<file path="config.mk">
export PLATFORM = sky130hd
export DESIGN_NAME = timer16_waveform
export DESIGN_NICKNAME = d
export VERILOG_FILES = /design/src/hw/timer16_compare_channel.v /design/src/hw/timer16_waveform.v
export VERILOG_INCLUDE_DIRS = /design/src /design/src/hw
export SDC_FILE = /design/constraint.sdc
export NUM_CORES = 1
export LEC_CHECK = 0
export BUFFER_PORTS_ARGS = -buffer_cell sky130_fd_sc_hd__buf_2
export CORE_UTILIZATION = 35
export CTS_BUF_LIST = sky130_fd_sc_hd__clkbuf_4
export DETAILED_ROUTE_END_ITERATION = 12
export MAX_ROUTING_LAYER = met4
export SLEW_MARGIN = 20
export SYNTH_ARGS = -nofsm -noshare
export SYNTH_HDL_FRONTEND = slang
export SYNTH_SLANG_ARGS = --single-unit
export TNS_END_PERCENT = 100
</file>
<file path="constraint.sdc">
create_clock -name clk_i -period 2.88 [get_ports clk_i]
set_input_delay 0.576 -clock clk_i [delete_from_list [all_inputs] [get_ports clk_i]]
set_output_delay 0.576 -clock clk_i [all_outputs]
set_load 0.01 [all_outputs]
</file>
<file path="src/hw/timer16_defines.vh">
// register offsets, field positions, reset values and mode codes of the 16-bit timer
`ifndef TIMER16_DEFINES_VH
`define TIMER16_DEFINES_VH

// register offsets (word addresses on the plain register port)
`define T16_ADDR_CTRL 8'h00
`define T16_ADDR_FORCE 8'h01
`define T16_ADDR_COUNT 8'h02
`define T16_ADDR_CMP_A 8'h03
`define T16_ADDR_CMP_B 8'h04
`define T16_ADDR_CAPT 8'h05
`define T16_ADDR_FLAGS 8'h06
`define T16_ADDR_PORT 8'h07
`define T16_ADDR_STATUS 8'h08

// control register fields
`define T16_CTRL_WMS_LSB 0
`define T16_CTRL_COMA_LSB 4
`define T16_CTRL_COMB_LSB 6

// flag register bit positions
`define T16_FLAG_OVF 0
`define T16_FLAG_CMPA 1
`define T16_FLAG_CMPB 2
`define T16_FLAG_CAPT 3

// port register bit positions
`define T16_PORT_DATA_A 0
`define T16_PORT_DIR_A 1
`define T16_PORT_DATA_B 2
`define T16_PORT_DIR_B 3

// reset values
`define T16_RST_CTRL 8'h00
`define T16_RST_COUNT 16'h0000
`define T16_RST_CMP 16'h0000
`define T16_RST_CAPT 16'h0000
`define T16_RST_LATCH 1'b0

// waveform mode codes
`define T16_WMS_NORMAL 4'h0
`define T16_WMS_CTC_CMPA 4'h4
`define T16_WMS_FPWM_8 4'h5
`define T16_WMS_FPWM_9 4'h6
`define T16_WMS_FPWM_10 4'h7
`define T16_WMS_CTC_CAPT 4'hc
`define T16_WMS_FPWM_CAPT 4'he
`define T16_WMS_FPWM_CMPA 4'hf

// fixed tops and counter extremes
`define T16_TOP_8 16'h00ff
`define T16_TOP_9 16'h01ff
`define T16_TOP_10 16'h03ff
`define T16_MAX 16'hffff
`define T16_BOTTOM 16'h0000

// compare output mode codes
`define T16_COM_OFF 2'h0
`define T16_COM_TOGGLE 2'h1
`define T16_COM_LOW 2'h2
`define T16_COM_HIGH 2'h3

`endif

</file>
<file path="src/hw/timer16_compare_channel.v">
// one compare channel: buffered compare value, match detect, flag and output latch
`timescale 1ns/1ps
`default_nettype none
`include "timer16_defines.vh"

module timer16_compare_channel #(
  parameter WIDTH = 16,
  parameter TOGGLE_IN_PWM = 0
) (
  input wire clk_i,
  input wire nrst_i,
  input wire tick_i,
  input wire [WIDTH-1:0] count_i,
  input wire pwm_i,
  input wire top_tick_i,
  input wire block_i,
  input wire [1:0] mode_i,
  input wire force_i,
  input wire cmp_wr_i,
  input wire [WIDTH-1:0] cmp_wdata_i,
  input wire flag_clr_i,
  output reg [WIDTH-1:0] cmp_buf_o,
  output reg [WIDTH-1:0] cmp_act_o,
  output wire match_o,
  output reg flag_o,
  output reg latch_o
);

  //////////////////////////////////////////////////////////////////////////
  // match is sampled on the timer tick; a counter write masks one tick
  assign match_o = tick_i && !block_i && (count_i == cmp_act_o);

  //////////////////////////////////////////////////////////////////////////
  // compare value: direct in non-pwm modes, reloaded at top in pwm modes
  always @(posedge clk_i or negedge nrst_i) begin
    if (!nrst_i) begin
      cmp_buf_o <= `T16_RST_CMP;
      cmp_act_o <= `T16_RST_CMP;
    end else begin
      if (cmp_wr_i) begin
        cmp_buf_o <= cmp_wdata_i;
      end
      if (cmp_wr_i && !pwm_i) begin
        cmp_act_o <= cmp_wdata_i; // unbuffered
      end else if (pwm_i && top_tick_i) begin
        cmp_act_o <= cmp_buf_o;
      end
    end
  end

  //////////////////////////////////////////////////////////////////////////
  // flag: raised by the unregistered match, on the tick of equality
  always @(posedge clk_i or negedge nrst_i) begin
    if (!nrst_i) begin
      flag_o <= 1'b0;
    end else if (match_o) begin
      flag_o <= 1'b1; // set beats clear
    end else if (flag_clr_i) begin
      flag_o <= 1'b0;
    end
  end

  //////////////////////////////////////////////////////////////////////////
  // output latch; top event wins over a match in the same tick
  always @(posedge clk_i or negedge nrst_i) begin
    if (!nrst_i) begin
      latch_o <= `T16_RST_LATCH;
    end else if (pwm_i) begin
      if (top_tick_i && mode_i == `T16_COM_LOW) begin
        latch_o <= 1'b0;
      end else if (top_tick_i && mode_i == `T16_COM_HIGH) begin
        latch_o <= 1'b1;
      end else if (match_o) begin
        case (mode_i)
          `T16_COM_TOGGLE: begin
            if (TOGGLE_IN_PWM != 0) begin
              latch_o <= !latch_o;
            end
          end
          `T16_COM_LOW: begin
            latch_o <= 1'b1; // non-inverted
          end
          `T16_COM_HIGH: begin
            latch_o <= 1'b0; // inverted
          end
          default: begin
            latch_o <= latch_o;
          end
        endcase
      end
    end else if (match_o || force_i) begin
      // force acts as a match without flag or counter effect
      case (mode_i)
        `T16_COM_TOGGLE: begin
          latch_o <= !latch_o; // one toggle per match or force strobe
        end
        `T16_COM_LOW: begin
          latch_o <= 1'b0;
        end
        `T16_COM_HIGH: begin
          latch_o <= 1'b1;
        end
        default: begin
          latch_o <= latch_o;
        end
      endcase
    end
  end

endmodule
`default_nettype wire

</file>
<file path="src/hw/timer16_waveform.v">
// 16-bit timer/counter with normal, clear-on-match and fast pwm waveform modes
//
// Local design decisions: strobed register access and the register addresses.
`timescale 1ns/1ps
`default_nettype none
`include "timer16_defines.vh"

module timer16_waveform #(
  parameter WIDTH = 16,
  parameter AW = 8
) (
  input wire clk_i,
  input wire nrst_i,
  input wire tick_i,
  input wire [AW-1:0] addr_i,
  input wire [WIDTH-1:0] wdata_i,
  input wire wr_i,
  input wire rd_i,
  output reg [WIDTH-1:0] rdata_o,
  input wire overflow_serviced_i,
  input wire compare_a_serviced_i,
  input wire compare_b_serviced_i,
  input wire capture_serviced_i,
  output wire overflow_flag_o,
  output wire compare_a_flag_o,
  output wire compare_b_flag_o,
  output wire capture_flag_o,
  input wire pin_a_i,
  output wire pin_a_o,
  output wire pin_a_oe_n_o,
  input wire pin_b_i,
  output wire pin_b_o,
  output wire pin_b_oe_n_o
);

  //////////////////////////////////////////////////////////////////////////
  // mode helpers

  // true for the single-slope pwm modes handled here
  function is_fast_pwm;
    input [3:0] m;
    begin
      is_fast_pwm = (m == `T16_WMS_FPWM_8) || (m == `T16_WMS_FPWM_9) ||
                    (m == `T16_WMS_FPWM_10) || (m == `T16_WMS_FPWM_CAPT) ||
                    (m == `T16_WMS_FPWM_CMPA);
    end
  endfunction

  // true for the clear-on-match modes
  function is_ctc;
    input [3:0] m;
    begin
      is_ctc = (m == `T16_WMS_CTC_CMPA) || (m == `T16_WMS_CTC_CAPT);
    end
  endfunction

  // true when the capture register defines top
  function top_is_capt;
    input [3:0] m;
    begin
      top_is_capt = (m == `T16_WMS_CTC_CAPT) || (m == `T16_WMS_FPWM_CAPT);
    end
  endfunction

  // true when compare a defines top
  function top_is_cmpa;
    input [3:0] m;
    begin
      top_is_cmpa = (m == `T16_WMS_CTC_CMPA) || (m == `T16_WMS_FPWM_CMPA);
    end
  endfunction

  //////////////////////////////////////////////////////////////////////////
  // software-visible state and internal flops
  reg [3:0] waveform_mode_select;
  reg [1:0] channel_a_output_mode;
  reg [1:0] channel_b_output_mode;
  reg [WIDTH-1:0] counter_value;
  reg [WIDTH-1:0] capture_value;
  reg overflow_flag;
  reg capture_flag;
  reg port_data_a;
  reg port_data_b;
  reg output_pin_direction_bit_a;
  reg output_pin_direction_bit_b;
  reg block_match;
  reg pin_a_meta;
  reg pin_a_sync;
  reg pin_b_meta;
  reg pin_b_sync;

  wire pwm_mode;
  wire ctc_mode;
  wire [WIDTH-1:0] cmp_a_act;
  wire [WIDTH-1:0] cmp_a_buf;
  wire [WIDTH-1:0] cmp_b_buf;
  wire [WIDTH-1:0] cmp_b_act;
  wire match_a;
  wire match_b;
  wire compare_a_flag;
  wire compare_b_flag;
  wire channel_a_output_latch;
  wire channel_b_output_latch;
  reg [WIDTH-1:0] top_value;
  wire at_top;
  wire top_tick;
  wire at_max;
  wire sel_ctrl;
  wire sel_force;
  wire sel_count;
  wire sel_cmp_a;
  wire sel_cmp_b;
  wire sel_capt;
  wire sel_flags;
  wire sel_port;
  wire force_a;
  wire force_b;
  wire clr_ovf;
  wire clr_cmpa;
  wire clr_cmpb;
  wire clr_capt;
  wire count_wr;

  //////////////////////////////////////////////////////////////////////////
  // address decode of the plain register port
  assign sel_ctrl = (addr_i == `T16_ADDR_CTRL);
  assign sel_force = (addr_i == `T16_ADDR_FORCE);
  assign sel_count = (addr_i == `T16_ADDR_COUNT);
  assign sel_cmp_a = (addr_i == `T16_ADDR_CMP_A);
  assign sel_cmp_b = (addr_i == `T16_ADDR_CMP_B);
  assign sel_capt = (addr_i == `T16_ADDR_CAPT);
  assign sel_flags = (addr_i == `T16_ADDR_FLAGS);
  assign sel_port = (addr_i == `T16_ADDR_PORT);

  assign count_wr = wr_i && sel_count;

  // force strobes are ignored in pwm modes
  assign force_a = wr_i && sel_force && wdata_i[0] && !pwm_mode;
  assign force_b = wr_i && sel_force && wdata_i[1] && !pwm_mode;

  // write-one-to-clear, or the interrupt being serviced
  assign clr_ovf = (wr_i && sel_flags && wdata_i[`T16_FLAG_OVF]) || overflow_serviced_i;
  assign clr_cmpa = (wr_i && sel_flags && wdata_i[`T16_FLAG_CMPA]) || compare_a_serviced_i;
  assign clr_cmpb = (wr_i && sel_flags && wdata_i[`T16_FLAG_CMPB]) || compare_b_serviced_i;
  assign clr_capt = (wr_i && sel_flags && wdata_i[`T16_FLAG_CAPT]) || capture_serviced_i;

  //////////////////////////////////////////////////////////////////////////
  // control and port registers
  always @(posedge clk_i or negedge nrst_i) begin
    if (!nrst_i) begin
      waveform_mode_select <= `T16_WMS_NORMAL; // four-bit field, normal mode
      channel_a_output_mode <= `T16_COM_OFF;
      channel_b_output_mode <= `T16_COM_OFF;
      port_data_a <= 1'b0;
      port_data_b <= 1'b0;
      output_pin_direction_bit_a <= 1'b0;
      output_pin_direction_bit_b <= 1'b0;
      capture_value <= `T16_RST_CAPT;
    end else begin
      if (wr_i && sel_ctrl) begin
        // output mode switches the pin source at once; the latch moves from the next match or top onward
        waveform_mode_select <= wdata_i[`T16_CTRL_WMS_LSB +: 4];
        channel_a_output_mode <= wdata_i[`T16_CTRL_COMA_LSB +: 2];
        channel_b_output_mode <= wdata_i[`T16_CTRL_COMB_LSB +: 2];
      end
      if (wr_i && sel_port) begin
        port_data_a <= wdata_i[`T16_PORT_DATA_A];
        output_pin_direction_bit_a <= wdata_i[`T16_PORT_DIR_A];
        port_data_b <= wdata_i[`T16_PORT_DATA_B];
        output_pin_direction_bit_b <= wdata_i[`T16_PORT_DIR_B];
      end
      // capture value written by software; capture logic itself lives elsewhere
      if (wr_i && sel_capt) begin
        capture_value <= wdata_i;
      end
    end
  end

  //////////////////////////////////////////////////////////////////////////
  // top selection, driven by waveform mode alone
  assign pwm_mode = is_fast_pwm(waveform_mode_select);
  assign ctc_mode = is_ctc(waveform_mode_select);

  always @* begin
    case (waveform_mode_select)
      `T16_WMS_FPWM_8: begin
        top_value = `T16_TOP_8;
      end
      `T16_WMS_FPWM_9: begin
        top_value = `T16_TOP_9;
      end
      `T16_WMS_FPWM_10: begin
        top_value = `T16_TOP_10;
      end
      `T16_WMS_CTC_CAPT, `T16_WMS_FPWM_CAPT: begin
        top_value = capture_value;
      end
      `T16_WMS_CTC_CMPA, `T16_WMS_FPWM_CMPA: begin
        top_value = cmp_a_act; // live in ctc, buffered in pwm
      end
      default: begin
        top_value = `T16_MAX;
      end
    endcase
  end

  // top event only counts in modes that clear the counter
  assign at_top = (ctc_mode || pwm_mode) && (counter_value == top_value);
  assign top_tick = tick_i && at_top;
  assign at_max = (counter_value == `T16_MAX);

  //////////////////////////////////////////////////////////////////////////
  // counter: advances on the prescaled tick only
  always @(posedge clk_i or negedge nrst_i) begin
    if (!nrst_i) begin
      counter_value <= `T16_RST_COUNT;
    end else if (count_wr) begin
      counter_value <= wdata_i;
    end else if (tick_i) begin
      if (at_top) begin
        counter_value <= `T16_BOTTOM; // clears on tick after top
      end else begin
        // wraps max to bottom when top was missed
        counter_value <= counter_value + {{(WIDTH-1){1'b0}}, 1'b1};
      end
    end
  end

  // a counter write hides the match of the following tick
  always @(posedge clk_i or negedge nrst_i) begin
    if (!nrst_i) begin
      block_match <= 1'b0;
    end else if (count_wr) begin
      block_match <= 1'b1;
    end else if (tick_i) begin
      block_match <= 1'b0;
    end
  end

  //////////////////////////////////////////////////////////////////////////
  // overflow and capture flags; set wins over a same-cycle clear
  always @(posedge clk_i or negedge nrst_i) begin
    if (!nrst_i) begin
      overflow_flag <= 1'b0;
    end else if (pwm_mode ? top_tick : (tick_i && at_max && !at_top)) begin
      overflow_flag <= 1'b1;
    end else if (clr_ovf) begin
      overflow_flag <= 1'b0;
    end
  end

  // capture register as top reports its top through the capture flag
  always @(posedge clk_i or negedge nrst_i) begin
    if (!nrst_i) begin
      capture_flag <= 1'b0;
    end else if (top_tick && top_is_capt(waveform_mode_select)) begin
      capture_flag <= 1'b1; // no output mode term here
    end else if (clr_capt) begin
      capture_flag <= 1'b0;
    end
  end

  //////////////////////////////////////////////////////////////////////////
  // compare channels; compare a as top flags its top by its own match
  timer16_compare_channel #(
    .WIDTH(WIDTH),
    .TOGGLE_IN_PWM(1)
  ) u_chan_a (
    .clk_i(clk_i),
    .nrst_i(nrst_i),
    .tick_i(tick_i),
    .count_i(counter_value),
    .pwm_i(pwm_mode),
    .top_tick_i(top_tick),
    .block_i(block_match),
    .mode_i(channel_a_output_mode),
    .force_i(force_a),
    .cmp_wr_i(wr_i && sel_cmp_a),
    .cmp_wdata_i(wdata_i),
    .flag_clr_i(clr_cmpa),
    .cmp_buf_o(cmp_a_buf),
    .cmp_act_o(cmp_a_act),
    .match_o(match_a),
    .flag_o(compare_a_flag),
    .latch_o(channel_a_output_latch)
  );

  timer16_compare_channel #(
    .WIDTH(WIDTH),
    .TOGGLE_IN_PWM(0)
  ) u_chan_b (
    .clk_i(clk_i),
    .nrst_i(nrst_i),
    .tick_i(tick_i),
    .count_i(counter_value),
    .pwm_i(pwm_mode),
    .top_tick_i(top_tick),
    .block_i(block_match),
    .mode_i(channel_b_output_mode),
    .force_i(force_b),
    .cmp_wr_i(wr_i && sel_cmp_b),
    .cmp_wdata_i(wdata_i),
    .flag_clr_i(clr_cmpb),
    .cmp_buf_o(cmp_b_buf),
    .cmp_act_o(cmp_b_act),
    .match_o(match_b),
    .flag_o(compare_b_flag),
    .latch_o(channel_b_output_latch)
  );

  //////////////////////////////////////////////////////////////////////////
  // pin override: output mode picks the source, direction bit the drive
  assign pin_a_o = (channel_a_output_mode != `T16_COM_OFF) ?
                   channel_a_output_latch : port_data_a;
  assign pin_b_o = (channel_b_output_mode != `T16_COM_OFF) ?
                   channel_b_output_latch : port_data_b;
  assign pin_a_oe_n_o = !output_pin_direction_bit_a;
  assign pin_b_oe_n_o = !output_pin_direction_bit_b;

  assign overflow_flag_o = overflow_flag;
  assign compare_a_flag_o = compare_a_flag;
  assign compare_b_flag_o = compare_b_flag;
  assign capture_flag_o = capture_flag;

  // pin readback crosses from outside, so two flops first
  always @(posedge clk_i or negedge nrst_i) begin
    if (!nrst_i) begin
      pin_a_meta <= 1'b0;
      pin_a_sync <= 1'b0;
      pin_b_meta <= 1'b0;
      pin_b_sync <= 1'b0;
    end else begin
      pin_a_meta <= pin_a_i;
      pin_a_sync <= pin_a_meta;
      pin_b_meta <= pin_b_i;
      pin_b_sync <= pin_b_meta;
    end
  end

  //////////////////////////////////////////////////////////////////////////
  // read data, one cycle after the strobe; unmapped reads give zero
  always @(posedge clk_i or negedge nrst_i) begin
    if (!nrst_i) begin
      rdata_o <= {WIDTH{1'b0}};
    end else if (rd_i) begin
      case (addr_i)
        `T16_ADDR_CTRL: begin
          rdata_o <= {{(WIDTH-8){1'b0}}, channel_b_output_mode,
                      channel_a_output_mode, waveform_mode_select};
        end
        `T16_ADDR_COUNT: begin
          rdata_o <= counter_value;
        end
        `T16_ADDR_CMP_A: begin
          rdata_o <= cmp_a_buf; // software sees the buffer in pwm modes
        end
        `T16_ADDR_CMP_B: begin
          rdata_o <= cmp_b_buf;
        end
        `T16_ADDR_CAPT: begin
          rdata_o <= capture_value;
        end
        `T16_ADDR_FLAGS: begin
          rdata_o <= {{(WIDTH-4){1'b0}}, capture_flag, compare_b_flag,
                      compare_a_flag, overflow_flag};
        end
        `T16_ADDR_PORT: begin
          rdata_o <= {{(WIDTH-4){1'b0}}, output_pin_direction_bit_b, port_data_b,
                      output_pin_direction_bit_a, port_data_a};
        end
        `T16_ADDR_STATUS: begin
          rdata_o <= {{(WIDTH-6){1'b0}}, match_b, match_a, pin_b_sync, pin_a_sync,
                      channel_b_output_latch, channel_a_output_latch};
        end
        default: begin
          rdata_o <= {WIDTH{1'b0}};
        end
      endcase
    end
  end

endmodule
`default_nettype wire

</file>
==> flow_metrics.env <==
export IMPL_final_number_of_setup_violating_endpoints=5
export IMPL_postSynthAreaPerCell_um2=9.836
export IMPL_power_density_mw_per_mm2=456.0
export IMPL_synth_fp_nets=835
export IMPL_synth_edff_count=0
export IMPL_antenna_violations_before_repair=1
export IMPL_boundaryPins=59
export IMPL_fmaxAchievable_mhz=335.5
export IMPL_htreeDepth=4
export IMPL_ys_warn_count=0
export IMPL_synth_cell_area_mm2=0.007859
export IMPL_port_buffer_count=58
export IMPL_critPathKind="reg2reg"
export IMPL_cts_buffers=17
export IMPL_area_delta_synth_final_pct=20.81
export IMPL_worst_endpoint_required_ns=3.33
export IMPL_worst_clock_skew_ns=0.04340
export IMPL_timing_critical_path_fanout_max=6
export IMPL_gr_usage_all_layers_pct=23.88
export IMPL_slew_violations=0
export IMPL_finalHoldViolations=0
export IMPL_numClockSinks=135
export IMPL_die_area_mm2=0.02306
export IMPL_ctsLongestPathBuffers=2
export IMPL_dominantRegCellSynth="sky130_fd_sc_hd__dfrtp_1"
export IMPL_drive_above_1_share_pct=31.66
export IMPL_globalRoute_totalOverflow=0
export IMPL_postRouteWirelength_um=26120
export IMPL_status="finished, violations left"
export IMPL_routed_via_count=6919
export IMPL_shortest_clock_period_the_worst_path_allows_after_layout_ns=2.980
export IMPL_cts_root_buffer="sky130_fd_sc_hd__clkbuf_4"
export IMPL_total_power_mw=4.329
export IMPL_synth_seq_area_share_pct=42.99
export IMPL_drc_violations=0
export IMPL_drt_vias_per_instance=5.766
export IMPL_peakVddDrop_mv=0.2722
export IMPL_dpl_worst_slack_ns=-0.1497
export IMPL_rsz0062_at_grt="true"
export IMPL_iteration_0_drc_count_of_the_detailed_router=646
export IMPL_clock_insertion_delay_worst_skew_ns=0.59
export IMPL_core_area_mm2=0.02189
export IMPL_synthArstFlopShare_pct=100.0
export IMPL_timing_max_slew_rel_slack_pct=60.49
export IMPL_final_antenna_net_count=0
export IMPL_synthesis_instances=799
export IMPL_crit_path_start_kind="register"
export IMPL_drt_pre_antenna_iters=7
export IMPL_setup_ws_ns=-0.1002
export IMPL_first_global_vias=6907
export IMPL_num_rows=54
export IMPL_gp_congestion=0.9265
export IMPL_critical_path_endpoint_type="register"
export IMPL_grt_max_degree=58
export IMPL_worst_setup_hold_path_clk_slew_ns=0.14
export IMPL_dp_hpwl_um=19010
export IMPL_height_of_the_die_um=151.8
export IMPL_synth_cell_types=77
export IMPL_cap_violations=0
export IMPL_num_nets_final=942
export IMPL_violations="setup timing"
export IMPL_die_width_um=151.8
export IMPL_place_detailed_instances=1161
export IMPL_ff2ff_setup_slack_ns=-0.10
export IMPL_tightest_slew_ns=0.5777
export IMPL_first_pass_grt_wire_length_um=40970
export IMPL_total_leakage_power_nw=4.381
export IMPL_detail_route_wl_per_cell_um=21.77
export IMPL_non_filler_instance_count_after_layout=1200
export IMPL_ys_seq_elements=135
export IMPL_finalCritPeriodShare_pct=103.5
export IMPL_clock_tree_from_tritoncts="done"
export IMPL_cp_arrival_ns=3.43
export IMPL_start_util_pct=35.90
export IMPL_hold_path_class="in2reg"
## worst paths after layout
path                                               from          endpoint  depth (start not counted)
min in group asynchronous                        nrst_i  counter_value[9]                          2
worst max-delay path            waveform_mode_select[3]  u_chan_a.latch_o                          9
worst max register to register  waveform_mode_select[3]  u_chan_a.latch_o                          9
worst min-delay path                            pin_a_i        pin_a_meta                          1
max in group asynchronous                        nrst_i  capture_value[1]                          3
worst min register to register               pin_b_meta        pin_b_sync                          0
## per-stage QoR
stage / TNS [ns] / area, µm² / hold WS (ns) / util, %
6_report: -0.1304 / 9494 / 0.09617 / 43.37
2_1_floorplan: -0.1523 / 7866 / 0.2804 / -
4_1_cts: -0.06869 / 9390 / 0.06874 / 42.90
3_3_place_gp: -0.8429 / 8970 / 0.3326 / 40.98
3_5_place_dp: -1.427 / 8970 / 0.3355 / 40.98
5_1_grt: -4.562 / 9494 / 0.06275 / 43.37
## registers in the layout, summed over array words and instances, names as in the netlist, 2 cells and up
name,count
waveform_mode_select,4
u_chan_b.cmp_act_o,16
u_chan_b.cmp_buf_o,16
channel_b_output_mode,2
u_chan_a.cmp_buf_o,16
counter_value,16
capture_value,16
channel_a_output_mode,2
rdata_o,16
u_chan_a.cmp_act_o,16
## cells in the mapped netlist (4+ instances only)
cell type	number	area (µm²)
sky130_fd_sc_hd__nor2_1	34	127.6
sky130_fd_sc_hd__a222oi_1	17	170.2
sky130_fd_sc_hd__nor3_1	9	45.04
sky130_fd_sc_hd__dfrtp_1	135	3378
sky130_fd_sc_hd__xor2_1	9	78.83
sky130_fd_sc_hd__xnor2_1	31	271.5
sky130_fd_sc_hd__a31oi_1	7	43.79
sky130_fd_sc_hd__or3_1	5	31.28
sky130_fd_sc_hd__inv_1	34	127.6
sky130_fd_sc_hd__mux2i_1	33	330.3
sky130_fd_sc_hd__mux2_2	62	698.2
sky130_fd_sc_hd__nand3b_1	9	67.56
sky130_fd_sc_hd__nand3_1	21	105.1
sky130_fd_sc_hd__o21ai_1	27	135.1
sky130_fd_sc_hd__a21boi_0	12	90.09
sky130_fd_sc_hd__o211a_1	5	50.05
sky130_fd_sc_hd__o22ai_1	14	87.58
sky130_fd_sc_hd__nand2b_1	4	25.02
sky130_fd_sc_hd__a21oi_1	25	125.1
sky130_fd_sc_hd__nand4b_1	8	70.07
sky130_fd_sc_hd__a21o_1	6	45.04
sky130_fd_sc_hd__clkbuf_1	45	168.9
sky130_fd_sc_hd__buf_2	14	70.07
sky130_fd_sc_hd__a22oi_1	11	82.58
sky130_fd_sc_hd__or4_1	4	30.03
sky130_fd_sc_hd__and3_1	15	93.84
sky130_fd_sc_hd__a211oi_1	6	45.04
sky130_fd_sc_hd__nand2_1	63	236.5
sky130_fd_sc_hd__o31ai_1	6	45.04
sky130_fd_sc_hd__o21ai_0	23	115.1
sky130_fd_sc_hd__nor4_1	8	50.05
sky130_fd_sc_hd__nor3b_1	9	67.56
sky130_fd_sc_hd__nand4_1	13	81.33
sky130_fd_sc_hd__and2_1	4	25.02
## layout make-up
type                    count  area (µm²)
well taps                 280       350.3
fillers                  2133       12400
clock inverters            15       152.6
diodes                      1       2.502
flip-flops and latches    135        3381
repair buffers            153        1091
inverters                  35       131.4
multi-input cells         564        4258
clock buffers              17       127.6
## worst max-delay path, cell delays in order (launching register included)
cell and delay (ns):
sky130_fd_sc_hd__dfrtp_2 0.48, sky130_fd_sc_hd__buf_4 0.15, sky130_fd_sc_hd__and4b_1 0.20, sky130_fd_sc_hd__or3_4 0.42
sky130_fd_sc_hd__o41ai_4 0.32, sky130_fd_sc_hd__a211oi_1 0.10, sky130_fd_sc_hd__a21o_1 0.18, sky130_fd_sc_hd__or4_4 0.49
sky130_fd_sc_hd__and3_1 0.17, sky130_fd_sc_hd__or3_1 0.35
## per-layer routing
layer / global-route usage (%) / vias to the layer above / routed length (µm)
met3: 4.535 / 34 / 1802
met5: - / - / 0
met1: 32.99 / 3449 / 11860
met2: 36.06 / 260 / 12000
li1: - / 3176 / -
met4: 5.667 / 0 / 456
## cells in the final DEF, fill, tap and decap left out, types with 4 or more instances in the layout
master | synthesis | layout
sky130_fd_sc_hd__a211oi_1 | 6 | 5
sky130_fd_sc_hd__a21boi_0 | 12 | 12
sky130_fd_sc_hd__a21o_1 | 6 | 6
sky130_fd_sc_hd__a21oi_1 | 25 | 23
sky130_fd_sc_hd__a222oi_1 | 17 | 17
sky130_fd_sc_hd__a22oi_1 | 11 | 11
sky130_fd_sc_hd__a31oi_1 | 7 | 7
sky130_fd_sc_hd__and2_1 | 4 | 4
sky130_fd_sc_hd__and3_1 | 15 | 15
sky130_fd_sc_hd__buf_12 | 0 | 4
sky130_fd_sc_hd__buf_2 | 14 | 58
sky130_fd_sc_hd__buf_4 | 2 | 85
sky130_fd_sc_hd__buf_6 | 1 | 4
sky130_fd_sc_hd__clkbuf_4 | 0 | 17
sky130_fd_sc_hd__clkinvlp_4 | 0 | 4
sky130_fd_sc_hd__dfrtp_1 | 135 | 133
sky130_fd_sc_hd__inv_1 | 34 | 34
sky130_fd_sc_hd__mux2_2 | 62 | 61
sky130_fd_sc_hd__mux2i_1 | 33 | 31
sky130_fd_sc_hd__nand2_1 | 63 | 63
sky130_fd_sc_hd__nand3_1 | 21 | 21
sky130_fd_sc_hd__nand3b_1 | 9 | 9
sky130_fd_sc_hd__nand4_1 | 13 | 13
sky130_fd_sc_hd__nand4b_1 | 8 | 8
sky130_fd_sc_hd__nor2_1 | 34 | 33
sky130_fd_sc_hd__nor3_1 | 9 | 5
sky130_fd_sc_hd__nor3_2 | 2 | 5
sky130_fd_sc_hd__nor3b_1 | 9 | 6
sky130_fd_sc_hd__nor4_1 | 8 | 7
sky130_fd_sc_hd__o211a_1 | 5 | 5
sky130_fd_sc_hd__o21ai_0 | 23 | 23
sky130_fd_sc_hd__o21ai_1 | 27 | 26
sky130_fd_sc_hd__o22ai_1 | 14 | 14
sky130_fd_sc_hd__o31ai_1 | 6 | 6
sky130_fd_sc_hd__xnor2_1 | 31 | 31
sky130_fd_sc_hd__xor2_1 | 9 | 8
## cells by family after synthesis
| group | share of synthesized area [%] |
|---|---|
| simple gates | 16.14 |
| flops | 42.99 |
| compound gates | 17.69 |
| xor+xnor | 4.458 |
| fa+ha+maj | 0.1592 |
| mux | 13.37 |
| buf+inv | 5.190 |
## timing repair
item	CTS	global route
gates resized for setup	18	17
hold buffers	1	0
buffers inserted	2	1
setup endpoints to repair	41	50
pin swaps	7	5
gates cloned	1	1
hold endpoints to repair	47	0
## report_power, final
part | switching [mW] | leakage [nW] | internal (mW) | total [mW]
clock network | 0.806 | 0.142 | 0.516 | 1.32
logic | 0.443 | 2.44 | 0.371 | 0.815
registers | 0.195 | 1.80 | 2.00 | 2.19
(Power assumes the default switching activity.)
